`config.mk`:
```
export PLATFORM = sky130hd
export DESIGN_NAME = adc_pair_trigger_control
export DESIGN_NICKNAME = d
export VERILOG_FILES = /design/src/core/adc_trig_pkg.sv /design/src/core/trig_if.sv /design/src/core/pair_trigger.sv /design/src/core/conv_arbiter.sv /design/src/core/adc_pair_trigger_control.sv
export VERILOG_INCLUDE_DIRS = /design/src /design/src/core
export SDC_FILE = /design/constraint.sdc
export NUM_CORES = 1
export LEC_CHECK = 0
export BUFFER_PORTS_ARGS = -buffer_cell sky130_fd_sc_hd__buf_2
export CELL_PAD_IN_SITES_DETAIL_PLACEMENT = 1
export CELL_PAD_IN_SITES_GLOBAL_PLACEMENT = 2
export CORE_MARGIN = 5
export CORE_UTILIZATION = 36
export DETAILED_ROUTE_END_ITERATION = 6
export PLACE_DENSITY_LB_ADDON = 0.12
export SETUP_SLACK_MARGIN = 0.1
export SLEW_MARGIN = 20
export SYNTH_ARGS = -nofsm -noshare
export SYNTH_HDL_FRONTEND = slang
export SYNTH_HIERARCHICAL = 1
export SYNTH_SLANG_ARGS = --single-unit
```
`constraint.sdc`:
```
create_clock -name clk -period 3.3 [get_ports clk]
set_clock_uncertainty 0.2 [all_clocks]
set_input_delay 0.66 -clock clk [delete_from_list [all_inputs] [get_ports clk]]
set_output_delay 0.66 -clock clk [all_outputs]
set_load 0.1 [all_outputs]
```
`src/core/adc_trig_params.svh`:
```
// Constants of the converter pair trigger control block: offsets, field positions,
// reset values and selector codes. Included by every design file that needs them.
`ifndef ADC_TRIG_PARAMS_SVH
`define ADC_TRIG_PARAMS_SVH

`define ADC_PAIR_COUNT          6
`define ADC_ADDR_WIDTH          12

`define ADC_CTRL0_OFS           12'h000
`define ADC_CTRL1_OFS           12'h004
`define ADC_CTRL2_OFS           12'h008
`define ADC_IRQ_STATUS_OFS      12'h00C
`define ADC_IRQ_MASK_OFS        12'h010
`define ADC_GLOBAL_TRIG_OFS     12'h014
`define ADC_ENGINE_STATUS_OFS   12'h018

`define ADC_PAIR_SEL_LSB        0
`define ADC_PAIR_SEL_MSB        4
`define ADC_PAIR_SWTRIG_BIT     5
`define ADC_PAIR_PEND_BIT       6
`define ADC_PAIR_IRQEN_BIT      7
`define ADC_PAIR_HI_SHIFT       8

`define ADC_CTRL_RESET          16'h0000
`define ADC_FLAGS_RESET         6'h00

`define ADC_SEL_NONE            5'h00
`define ADC_SEL_SOFT_PAIR       5'h01
`define ADC_SEL_SOFT_GLOBAL     5'h02
`define ADC_SEL_SPECIAL_EVENT   5'h03
`define ADC_SEL_PRIMARY_FIRST   5'h04
`define ADC_SEL_PRIMARY_LAST    5'h07
`define ADC_SEL_TIMER1          5'h0C
`define ADC_SEL_SECONDARY_FIRST 5'h0E
`define ADC_SEL_SECONDARY_LAST  5'h11
`define ADC_SEL_CLIMIT_FIRST    5'h17
`define ADC_SEL_CLIMIT_LAST     5'h1A
`define ADC_SEL_TIMER2          5'h1F

`endif

```
`src/core/adc_trig_pkg.sv`:
```
// Types shared by the converter pair trigger control block.
// Assumes the constants header is compiled alongside.
package adc_trig_pkg;

    typedef enum logic [1:0] {
        ARB_IDLE  = 2'b00,
        ARB_ISSUE = 2'b01,
        ARB_WAIT  = 2'b11
    } arb_phase_t;

    typedef struct packed {
        arb_phase_t phase;
        logic [2:0] pair;
        logic       start;
    } arb_state_t;

    typedef struct packed {
        logic [5:0]       irq_enable;
        logic [5:0]       pending;
        logic [5:0]       soft_trigger;
        logic [5:0][4:0]  trigger_select;
        logic [5:0]       irq_status;
        logic [5:0]       irq_mask;
        logic             global_pulse;
        logic [31:0]      rdata;
        logic             ready;
        logic             slverr;
        logic             irq;
    } ctrl_state_t;

endpackage

```
`src/core/trig_if.sv`:
```
// Trigger event bundle passed from the top to each pair decoder.
// All events are one-cycle pulses synchronous to the block clock.
`timescale 1ns/1ps
interface trig_if;
    logic [3:0] primary;
    logic [3:0] secondary;
    logic [3:0] current_limit;
    logic       special_event;
    logic       timer1;
    logic       timer2;
    logic       global_soft;

    modport source (output primary, output secondary, output current_limit,
                    output special_event, output timer1, output timer2, output global_soft);
    modport sink   (input primary, input secondary, input current_limit,
                    input special_event, input timer1, input timer2, input global_soft);
endinterface // trig_if

```
`src/core/pair_trigger.sv`:
```
// Selector decoder of one channel pair: turns the selected event into a hit.
// Assumes events are single-cycle pulses; reserved codes never hit.
`timescale 1ns/1ps
`include "adc_trig_params.svh"
module pair_trigger (
    trig_if.sink      ev,
    input wire logic [4:0] select,
    input wire logic       soft_trigger,
    output logic           hit
);
    logic [4:0] offset;

    always_comb begin
        offset = 5'h00;
        hit    = 1'b0;
        if (select == `ADC_SEL_SOFT_PAIR) begin
            hit = soft_trigger;
        end else if (select == `ADC_SEL_SOFT_GLOBAL) begin
            hit = soft_trigger | ev.global_soft;
        end else if (select == `ADC_SEL_SPECIAL_EVENT) begin
            hit = ev.special_event;
        end else if (select >= `ADC_SEL_PRIMARY_FIRST && select <= `ADC_SEL_PRIMARY_LAST) begin
            offset = select - `ADC_SEL_PRIMARY_FIRST;
            hit    = ev.primary[offset[1:0]];
        end else if (select >= `ADC_SEL_SECONDARY_FIRST
                     && select <= `ADC_SEL_SECONDARY_LAST) begin
            offset = select - `ADC_SEL_SECONDARY_FIRST;
            hit    = ev.secondary[offset[1:0]];
        end else if (select >= `ADC_SEL_CLIMIT_FIRST && select <= `ADC_SEL_CLIMIT_LAST) begin
            offset = select - `ADC_SEL_CLIMIT_FIRST;
            hit    = ev.current_limit[offset[1:0]];
        end else if (select == `ADC_SEL_TIMER1) begin
            hit = ev.timer1;
        end else if (select == `ADC_SEL_TIMER2) begin
            hit = ev.timer2;
        end
        // Code zero and the reserved codes fall through with no hit.
    end
endmodule // pair_trigger

```
`src/core/conv_arbiter.sv`:
```
// Hands pending pairs one at a time to the shared conversion engine.
// Assumes the engine raises engine_done once for each start it accepted.
`timescale 1ns/1ps
`include "adc_trig_params.svh"
module conv_arbiter (
    input  wire logic       clk,
    input  wire logic       rst,
    input  wire logic [5:0] pending,
    input  wire logic       engine_busy,
    input  wire logic       engine_done,
    output logic            engine_start,
    output logic [2:0]      engine_pair,
    output logic [5:0]      complete
);
    adc_trig_pkg::arb_state_t q;
    adc_trig_pkg::arb_state_t next_q;

    always_comb begin
        next_q       = q;
        next_q.start = 1'b0;
        unique case (q.phase)
            adc_trig_pkg::ARB_IDLE: begin
                // A request waits here while the engine serves someone else.
                if (|pending && !engine_busy) begin
                    for (int i = `ADC_PAIR_COUNT - 1; i >= 0; i--) begin
                        if (pending[i]) begin
                            next_q.pair = 3'(i);
                        end
                    end
                    next_q.start = 1'b1;
                    next_q.phase = adc_trig_pkg::ARB_ISSUE;
                end
            end
            adc_trig_pkg::ARB_ISSUE: begin
                next_q.phase = engine_done ? adc_trig_pkg::ARB_IDLE : adc_trig_pkg::ARB_WAIT;
            end
            adc_trig_pkg::ARB_WAIT: begin
                if (engine_done) begin
                    next_q.phase = adc_trig_pkg::ARB_IDLE;
                end
            end
            default: begin
                next_q.phase = adc_trig_pkg::ARB_IDLE;
            end
        endcase
    end

    always_ff @(posedge clk or posedge rst) begin
        if (rst) begin
            q <= '{phase: adc_trig_pkg::ARB_IDLE, pair: 3'h0, start: 1'b0};
        end else begin
            q <= next_q;
        end
    end

    always_comb begin
        complete = 6'h00;
        if (q.phase != adc_trig_pkg::ARB_IDLE && engine_done) begin
            complete[q.pair] = 1'b1;
        end
    end

    assign engine_start = q.start;
    assign engine_pair  = q.pair;
endmodule // conv_arbiter

```
`src/core/adc_pair_trigger_control.sv`:
```
// Top of the converter pair trigger control block: APB register file, six pair
// decoders, pending tracking, interrupt status and the engine arbiter.
// Assumes APB3 signalling, pulse-shaped trigger events and one shared engine.
//
// Decided for this implementation: the APB register port and the placing of the registers.
`timescale 1ns/1ps
`include "adc_trig_params.svh"

// Notes on behaviour
// - Selector 0 means no conversion, 1 the pair's own software trigger, 2 the global software trigger and 3 the special event trigger.
// - Selectors 4 to 7 pick the primary trigger of PWM generators 1 to 4.
// - Selectors 14 to 17 pick the secondary trigger of PWM generators 1 to 4.
// - Selectors 23 to 26 pick the current-limit trigger of PWM generators 1 to 4.
// - Selector 12 starts a conversion on a first timer period match.
// - Selector 31 starts a conversion on a second timer period match.
// - Reserved selector codes are not to be programmed and start nothing.
// - A finished conversion raises an interrupt request only when the pair's interrupt enable is one.
// - The pending bit sets when the selected trigger fires and clears once the conversion is done.
// - Writing one to the software trigger bit starts a conversion under a software selector, and hardware clears it when pending sets.
// - A request made while the engine is busy is held and served once the engine is free.
// - The third control register holds pair five as enable bit 15, pending bit 14, trigger bit 13 and selector bits 12 to 8.
// - The second control register holds the selector of pair two in bits 4 to 0.
// - The first control register holds the selector of pair one in bits 12 to 8.
module adc_pair_trigger_control (
    input  wire logic                       clk,
    input  wire logic                       rst,
    input  wire logic                       psel,
    input  wire logic                       penable,
    input  wire logic                       pwrite,
    input  wire logic [`ADC_ADDR_WIDTH-1:0] paddr,
    input  wire logic [31:0]                pwdata,
    output logic      [31:0]                prdata,
    output logic                            pready,
    output logic                            pslverr,
    input  wire logic [3:0]                 pwm_primary_trigger,
    input  wire logic [3:0]                 pwm_secondary_trigger,
    input  wire logic [3:0]                 pwm_current_limit_trigger,
    input  wire logic                       pwm_special_event,
    input  wire logic                       timer1_period_match,
    input  wire logic                       timer2_period_match,
    input  wire logic                       engine_busy,
    input  wire logic                       engine_done,
    output logic                            engine_start,
    output logic      [2:0]                 engine_pair,
    output logic                            irq
);
    adc_trig_pkg::ctrl_state_t q;
    adc_trig_pkg::ctrl_state_t next_q;

    logic [5:0] hit;
    logic [5:0] complete;
    logic       access;
    logic       write_now;

    trig_if ev ();

    assign ev.primary       = pwm_primary_trigger;
    assign ev.secondary     = pwm_secondary_trigger;
    assign ev.current_limit = pwm_current_limit_trigger;
    assign ev.special_event = pwm_special_event;
    assign ev.timer1        = timer1_period_match;
    assign ev.timer2        = timer2_period_match;
    assign ev.global_soft   = q.global_pulse;

    for (genvar p = 0; p < `ADC_PAIR_COUNT; p++) begin : g_pair
        pair_trigger u_decode (
            .ev           (ev.sink),
            .select       (q.trigger_select[p]),
            .soft_trigger (q.soft_trigger[p]),
            .hit          (hit[p])
        );
    end

    conv_arbiter u_arbiter (
        .clk          (clk),
        .rst          (rst),
        .pending      (q.pending),
        .engine_busy  (engine_busy),
        .engine_done  (engine_done),
        .engine_start (engine_start),
        .engine_pair  (engine_pair),
        .complete     (complete)
    );

    // Packs one pair's fields into the byte layout shared by all pairs.
    function automatic logic [7:0] pair_byte(input adc_trig_pkg::ctrl_state_t s,
                                             input int p);
        logic [7:0] b;
        b = 8'h00;
        b[`ADC_PAIR_IRQEN_BIT]                      = s.irq_enable[p];
        b[`ADC_PAIR_PEND_BIT]                       = s.pending[p];
        b[`ADC_PAIR_SWTRIG_BIT]                     = s.soft_trigger[p];
        b[`ADC_PAIR_SEL_MSB:`ADC_PAIR_SEL_LSB]      = s.trigger_select[p];
        return b;
    endfunction

    // Read value of a control register holding pairs 2k (low byte) and 2k+1.
    function automatic logic [31:0] ctrl_word(input adc_trig_pkg::ctrl_state_t s,
                                              input int k);
        logic [31:0] w;
        w = 32'h0000_0000;
        w[15:8] = pair_byte(s, 2 * k + 1);
        w[7:0]  = pair_byte(s, 2 * k);
        return w;
    endfunction

    assign access    = psel & penable;
    assign write_now = access & q.ready & pwrite;

    always_comb begin
        int         k;
        logic [7:0] wb;
        k            = 0;
        wb           = 8'h00;
        next_q       = q;
        next_q.global_pulse = 1'b0;

        // One wait state: pready rises in the second access cycle, and the
        // write lands on the edge that samples it high.
        if (access && !q.ready) begin
            next_q.ready  = 1'b1;
            next_q.slverr = 1'b0;
            next_q.rdata  = 32'h0000_0000;
            unique case (paddr)
                `ADC_CTRL0_OFS: begin
                    next_q.rdata = ctrl_word(q, 0);
                end
                `ADC_CTRL1_OFS: begin
                    next_q.rdata = ctrl_word(q, 1);
                end
                `ADC_CTRL2_OFS: begin
                    next_q.rdata = ctrl_word(q, 2);
                end
                `ADC_IRQ_STATUS_OFS: begin
                    next_q.rdata[5:0] = q.irq_status;
                end
                `ADC_IRQ_MASK_OFS: begin
                    next_q.rdata[5:0] = q.irq_mask;
                end
                `ADC_GLOBAL_TRIG_OFS: begin
                    next_q.rdata = 32'h0000_0000;
                end
                `ADC_ENGINE_STATUS_OFS: begin
                    next_q.rdata[5:0] = q.pending;
                    next_q.rdata[8]   = engine_busy;
                end
                default: begin
                    next_q.slverr = 1'b1;
                end
            endcase
        end else if (access && q.ready) begin
            next_q.ready  = 1'b0;
            next_q.slverr = 1'b0;
        end

        if (write_now) begin
            unique case (paddr)
                `ADC_CTRL0_OFS, `ADC_CTRL1_OFS, `ADC_CTRL2_OFS: begin
                    k = int'(paddr[3:2]);
                    for (int h = 0; h < 2; h++) begin
                        wb = pwdata[h * `ADC_PAIR_HI_SHIFT +: 8];
                        // Pending is status only; writes to it are dropped.
                        next_q.irq_enable[2 * k + h]     = wb[`ADC_PAIR_IRQEN_BIT];
                        next_q.soft_trigger[2 * k + h]   = wb[`ADC_PAIR_SWTRIG_BIT];
                        next_q.trigger_select[2 * k + h] =
                            wb[`ADC_PAIR_SEL_MSB:`ADC_PAIR_SEL_LSB];
                    end
                end
                `ADC_IRQ_STATUS_OFS: begin
                    next_q.irq_status = q.irq_status & ~pwdata[5:0];
                end
                `ADC_IRQ_MASK_OFS: begin
                    next_q.irq_mask = pwdata[5:0];
                end
                `ADC_GLOBAL_TRIG_OFS: begin
                    next_q.global_pulse = pwdata[0];
                end
                default: begin
                end
            endcase
        end

        for (int p = 0; p < `ADC_PAIR_COUNT; p++) begin
            // Completion clears first so that a trigger in the same cycle
            // leaves the pair pending again rather than being lost.
            if (complete[p]) begin
                next_q.pending[p] = 1'b0;
            end
            if (hit[p]) begin
                next_q.pending[p]      = 1'b1;
                next_q.soft_trigger[p] = 1'b0;
            end
            if (complete[p] && q.irq_enable[p]) begin
                next_q.irq_status[p] = 1'b1;
            end
        end

        next_q.irq = |(next_q.irq_status & next_q.irq_mask);
    end

    always_ff @(posedge clk or posedge rst) begin
        if (rst) begin
            q.irq_enable     <= `ADC_FLAGS_RESET;
            q.pending        <= `ADC_FLAGS_RESET;
            q.soft_trigger   <= `ADC_FLAGS_RESET;
            q.trigger_select <= '0;
            q.irq_status     <= `ADC_FLAGS_RESET;
            q.irq_mask       <= `ADC_FLAGS_RESET;
            q.global_pulse   <= 1'b0;
            q.rdata          <= 32'h0000_0000;
            q.ready          <= 1'b0;
            q.slverr         <= 1'b0;
            q.irq            <= 1'b0;
        end else begin
            q <= next_q;
        end
    end

    assign prdata  = q.rdata;
    assign pready  = q.ready;
    assign pslverr = q.slverr;
    assign irq     = q.irq;
endmodule // adc_pair_trigger_control

```
Word level (Yosys, flattened, before mapping)
Index checks and enable logic that the tools add are counted.
{"block": "word_totals", "register_bits": 102, "latchBits": 0, "ramBits": 0, "rom_bits": 0, "in_bits": 66, "out_inout_bits": 39, "word_cells": 377, "mem_count": 0}
{"block": "classes", "add_sub_neg": 19, "n_mul": 0, "n_div": 0, "magnitude_cmp": 60, "eq_ne": 40, "shift": 0, "mux": 148, "bitwise": 12, "reduce_logical": 69}
{"op": "1-bit 2-to-1 mux", "n": 96}
{"op": "30-bit bitwise mux", "n": 2}
{"op": "5-bit by 2-bit equality test with 1-bit output, second input constant", "n": 12}
{"op": "5-bit less-or-equal comparator, second input constant", "n": 12}
{"op": "2-bit by 3-bit less-than comparator with 1-bit output, second input constant", "n": 18}
{"op": "49-bit 2-to-1 mux", "n": 1}
{"op": "2-bit nonzero test", "n": 20}
{"op": "1-bit binary-select mux with 2-bit select", "n": 18}
{"op": "12-bit by 5-bit equality test with 1-bit output, second input constant", "n": 3}
{"op": "36-bit 2-to-1 mux", "n": 1}
{"op": "6-bit one-hot mux with 6 select lines", "n": 1}
{"op": "1-bit logical AND", "n": 31}
{"op": "5-bit by 1-bit equality test with 1-bit output, second input constant", "n": 6}
{"op": "5-bit by 4-bit equality test with 1-bit output, second input constant", "n": 6}
{"op": "5-bit equality test, second input constant", "n": 6}
{"op": "5-bit by 3-bit greater-or-equal comparator with 1-bit output, second input constant", "n": 6}
{"op": "5-bit by 4-bit greater-or-equal comparator with 1-bit output, second input constant", "n": 6}
{"op": "5-bit greater-or-equal comparator, second input constant", "n": 6}
{"op": "5-bit by 3-bit less-or-equal comparator with 1-bit output, second input constant", "n": 6}
{"op": "6-bit bitwise mux", "n": 4}
{"op": "12-bit by 4-bit equality test with 1-bit output, second input constant", "n": 2}
{"op": "6-bit 2-to-1 mux", "n": 4}
{"op": "2-bit subtractor, second input constant", "n": 12}
{"op": "7-bit one-hot mux with 3 select lines", "n": 1}
{"op": "33 further kinds", "n": 68}

Logic depth before layout (Yosys ltp)
{"block": "logic_depth", "depth_word": 11, "ltp_mapped": 9, "ltp_nobuf": 7}

Hierarchy
The synthesis kept the hierarchy.
{"mod": "adc_pair_trigger_control", "n_inst": 1, "cells_each": 327, "area_each_um2": 3801.1, "seq_area_each_um2": 2001.9}
{"mod": "pair_trigger", "n_inst": 6, "cells_each": 40, "area_each_um2": 337.8, "seq_area_each_um2": 0.0}
{"mod": "conv_arbiter", "n_inst": 1, "cells_each": 40, "area_each_um2": 346.6, "seq_area_each_um2": 150.1}

Worst setup path before layout
OpenSTA, ideal clock, no wires.
{"block": "synth_path", "path_type": "in2reg", "from": "input paddr[9]", "to": "register q[52] (netlist name)", "setup_time_ps": 125, "t_arrival_ps": 2578, "required_ps": 2975, "slack_ps": 397, "path_stages": 8, "n_path_buf": 3, "path_cell_list": "or4_1 > buf_2 > nor3_4 > nand2_2 > or3_1 > buf_6 > buf_6 > mux2_4"}
{"block": "synth_via", "elab_chain_cells": 3, "elab_cells_between_ends": 5, "cone_classes": "2 x eq/ne; 3 x reduce/logical"}
{"element": "start: declaration", "line_no": "adc_pair_trigger_control.sv:30", "text": "input wire logic [`ADC_ADDR_WIDTH-1:0] paddr,"}
{"element": "12-bit by 3-bit equality test with 1-bit output (tied with other cells)", "line_no": "adc_pair_trigger_control.sv:157", "text": "unique case (paddr)"}
{"element": "3-bit OR reduction *"}
{"element": "2-bit AND reduction (no line) *"}
{"element": "end signal: assignment", "line_no": "adc_pair_trigger_control.sv:215", "text": "q <= next_q;"}
{"element": "end: declaration", "line_no": "adc_pair_trigger_control.sv:47", "text": "adc_trig_pkg::ctrl_state_t q;"}
Every way passes the cells marked *; elsewhere a longest branch is shown, timed or not.
A chain may end at the register's enable or synchronous reset.

Worst setup path after layout
{"block": "layout_path", "from": "input paddr[9]", "to": "register q[56] (netlist name)"}
Same word-level chain as after synthesis.

==> flow_metrics.env <==
export IMPL_yosys_area_share_simple=0.150
export IMPL_timing_final_ws_setup_ns=0.644
export IMPL_synth_compound_area_frac=0.203
export IMPL_n_fill_cell=1925
export IMPL_setup_worst_path_start_class="input port"
export IMPL_timing_setup_tns_ns=0
export IMPL_synth_edf_count=0
export IMPL_synth_adder_area_share=0.0486
export IMPL_area_delta_synth_final_pct=10.6
export IMPL_hold_path_class="input port to asynchronous set/reset pin"
export IMPL_fmax_mhz=377
export IMPL_fp_coreArea_um2=16700
export IMPL_numCtsBuffers=9
export IMPL_yosys_warnings=6
export IMPL_place_ws_ns=0.276
export IMPL_power_mw=2.87
export IMPL_hold_violations=0
export IMPL_power_density_nw_per_um2=420
export IMPL_cp_end_kind="flip-flop"
export IMPL_die_h_um=141
export IMPL_dr_pass1_iters=7
export IMPL_status="finished, final reports clean"
export IMPL_yosysSeqAreaShare=0.349
export IMPL_avgSynthCellArea_um2=10.2
export IMPL_critical_path_required_ns=3.32
export IMPL_path_clk_slew_ns=0.07
export IMPL_slew_viol_final=0
export IMPL_dieWidth_um=141
export IMPL_drc=0
export IMPL_ant_nets=0
export IMPL_synth_top_family_by_area="compound AO/OA/AOI/OAI gates"
export IMPL_cts_resized=0
export IMPL_synth_area_mux_share=0.152
export IMPL_grt_pass1_vias=5150
export IMPL_clkLatencyLatePin_ns=0.34
export IMPL_final_util=0.409
export IMPL_synth_commonest_cells="dfrtp_1, nand2_1, buf_4, inv_1, mux2_2"
export IMPL_portBuffers=70
export IMPL_initialDrtViolationCount=327
export IMPL_wirelength_mm=20.1
export IMPL_globalRouteTotalUtil=0.200
export IMPL_finalCritPeriodShare=0.805
export IMPL_period_needed_ns=2.66
export IMPL_clockBufferDepth=2
export IMPL_routedWlPerCell_um=22.9
export IMPL_cts_tree="done"
export IMPL_hpwl_mm=15.2
export IMPL_report_final_setup_viol=0
export IMPL_synth_area_leaders="dfrtp_1, mux2_2, mux4_1, ha_1, buf_4"
export IMPL_io_pins=105
export IMPL_critical_path_class="input port to flip-flop"
export IMPL_overflow=0
export IMPL_routed_via_density=5.78
export IMPL_drv_cap=0
export IMPL_synth_top_area_cell="dfrtp_1"
export IMPL_ir_drop_uv=243
export IMPL_cts_sinks=86
export IMPL_gp_congestion=0.845
export IMPL_tightest_slew_ns=0.648
export IMPL_path_max_fanout=15
export IMPL_grt_max_degree=81
export IMPL_cts_max_level=3
export IMPL_yosysUniqueCellTypes=61
export IMPL_antenna_found_initial=0
export IMPL_rsz0062_at_grt="no"
export IMPL_clock_root_buffer="clkbuf_16"
export IMPL_cts_hold_buffers_added=0
export IMPL_vias=5086
export IMPL_n_antenna_cell=0
export IMPL_grt_pass1_wl_mm=31.0
export IMPL_die_area_um2=19900
export IMPL_async_reset_ff_frac=1.00
export IMPL_synthCells=607
export IMPL_relSlewSlack=0.568
export IMPL_crit_arrival_ns=2.68
export IMPL_drive_above_1_share=0.253
export IMPL_nNetsFinal=745
export IMPL_row_count=47
export IMPL_start_util=0.370
export IMPL_syn_cell_area_um2=6170
export IMPL_netlist_area_leader_share=0.349
export IMPL_synth_xor_area_share=0
export IMPL_synth_most_common_cell="dfrtp_1"
export IMPL_synth_main_ff_cell="dfrtp_1"
export IMPL_p_leak_nw=3.05
export IMPL_cts_setup_buffers=0
export IMPL_synth_ff_latch_count=86
==> power by group <==
group	leakage (nW)	internal, mW	switching [mW]
clock	0.140	0.536	0.437
combinational	1.74	0.156	0.495
sequential	1.16	1.12	0.122
total	3.05	1.81	1.05
==> final timing paths <==
check                      slack [ns]  cells after the start                   from                              endpoint
setup / recovery                 0.64                      8               paddr[9]                     q[56]$_DFFE_PP0P_
hold / removal                   0.04                      2                    rst  u_arbiter/engine_pair[2]$_DFFE_PP0P_
setup reg to reg                 0.84                      6      q[73]$_DFFE_PP0P_                     q[83]$_DFFE_PP0P_
hold reg to reg                  0.27                      1  prdata[5]$_DFFE_PP0P_                 prdata[5]$_DFFE_PP0P_
max in group asynchronous        2.32                      3                    rst                     q[87]$_DFFE_PP0P_
min in group clk                 0.27                      1  prdata[5]$_DFFE_PP0P_                 prdata[5]$_DFFE_PP0P_
==> worst max-delay path, stage by stage <==
cell and delay (ns):
buf_2 0.10, or4_1 0.59, nor3_4 0.20, buf_4 0.16, nand2_2 0.05, or3_1 0.34, buf_4 0.24, mux2_4 0.33
==> registers in the layout (all words and copies together) (netlist names) <==
signal and count:
ev.global_soft 1, irq 1, prdata 16, pready 1, pslverr 1, q 60
u_arbiter/engine_pair 3, u_arbiter/engine_start 1, u_arbiter/q 2
==> cell families after synthesis <==
kind of cell | Yosys count
mux | 64
simple gates | 161
compound gates | 169
buf+inv | 102
flops | 86
other cells | 1
fa+ha+maj | 24
==> cell usage in the layout, fill, tap and decap left out, drive strengths merged, types with 3 or more instances in the layout <==
cell type / n
mux2i: 5
o211ai: 12
a22o: 4
ha: 24
mux2: 47
and2: 3
and4b: 6
nor3: 16
nor3b: 6
buf: 89
mux4: 12
a21boi: 7
inv: 37
o221ai: 6
clkinv: 3
dfrtp: 86
nand3: 3
a211oi: 6
and3b: 6
a22oi: 14
conb: 16
a221oi: 5
o21bai: 6
o21ai: 28
a221o: 4
nand2: 41
nor4: 5
a31oi: 19
o2111a: 6
a222oi: 11
and3: 8
nor2b: 23
a21o: 9
o32ai: 6
o41ai: 6
a21oi: 13
clkbuf: 10
nor2: 31
==> area by class of cell <==
class | count | area (um2) | share of cell area
Clock buffer | 10 | 239 | 0.0350
Clock inverter | 6 | 43.8 | 0.00641
Inverter | 35 | 133 | 0.0194
Multi-Input combinational cell | 434 | 3480 | 0.510
Sequential cell | 86 | 2150 | 0.315
Tap cell | 220 | 275 | 0.0403
Timing Repair Buffer | 89 | 505 | 0.0740
==> routing by layer <==
layer  global-route usage  share of wire
met5                    0              0
met3               0.0284          0.041
met2                0.326           0.48
met4               0.0296         0.0097
met1                0.288           0.47
==> stage by stage <==
stage / hold slack, ns / instances / instance area, um2
after floorplan: 0.251 / 622 / 6230
after global placement: 0.258 / 864 / 6550
after detailed placement: 0.265 / 864 / 6550
after CTS: 0.0420 / 880 / 6830
after global routing: 0.0592 / 880 / 6830
final: 0.0437 / 880 / 6830
No activity file was read; power rests on OpenSTA's default activity.
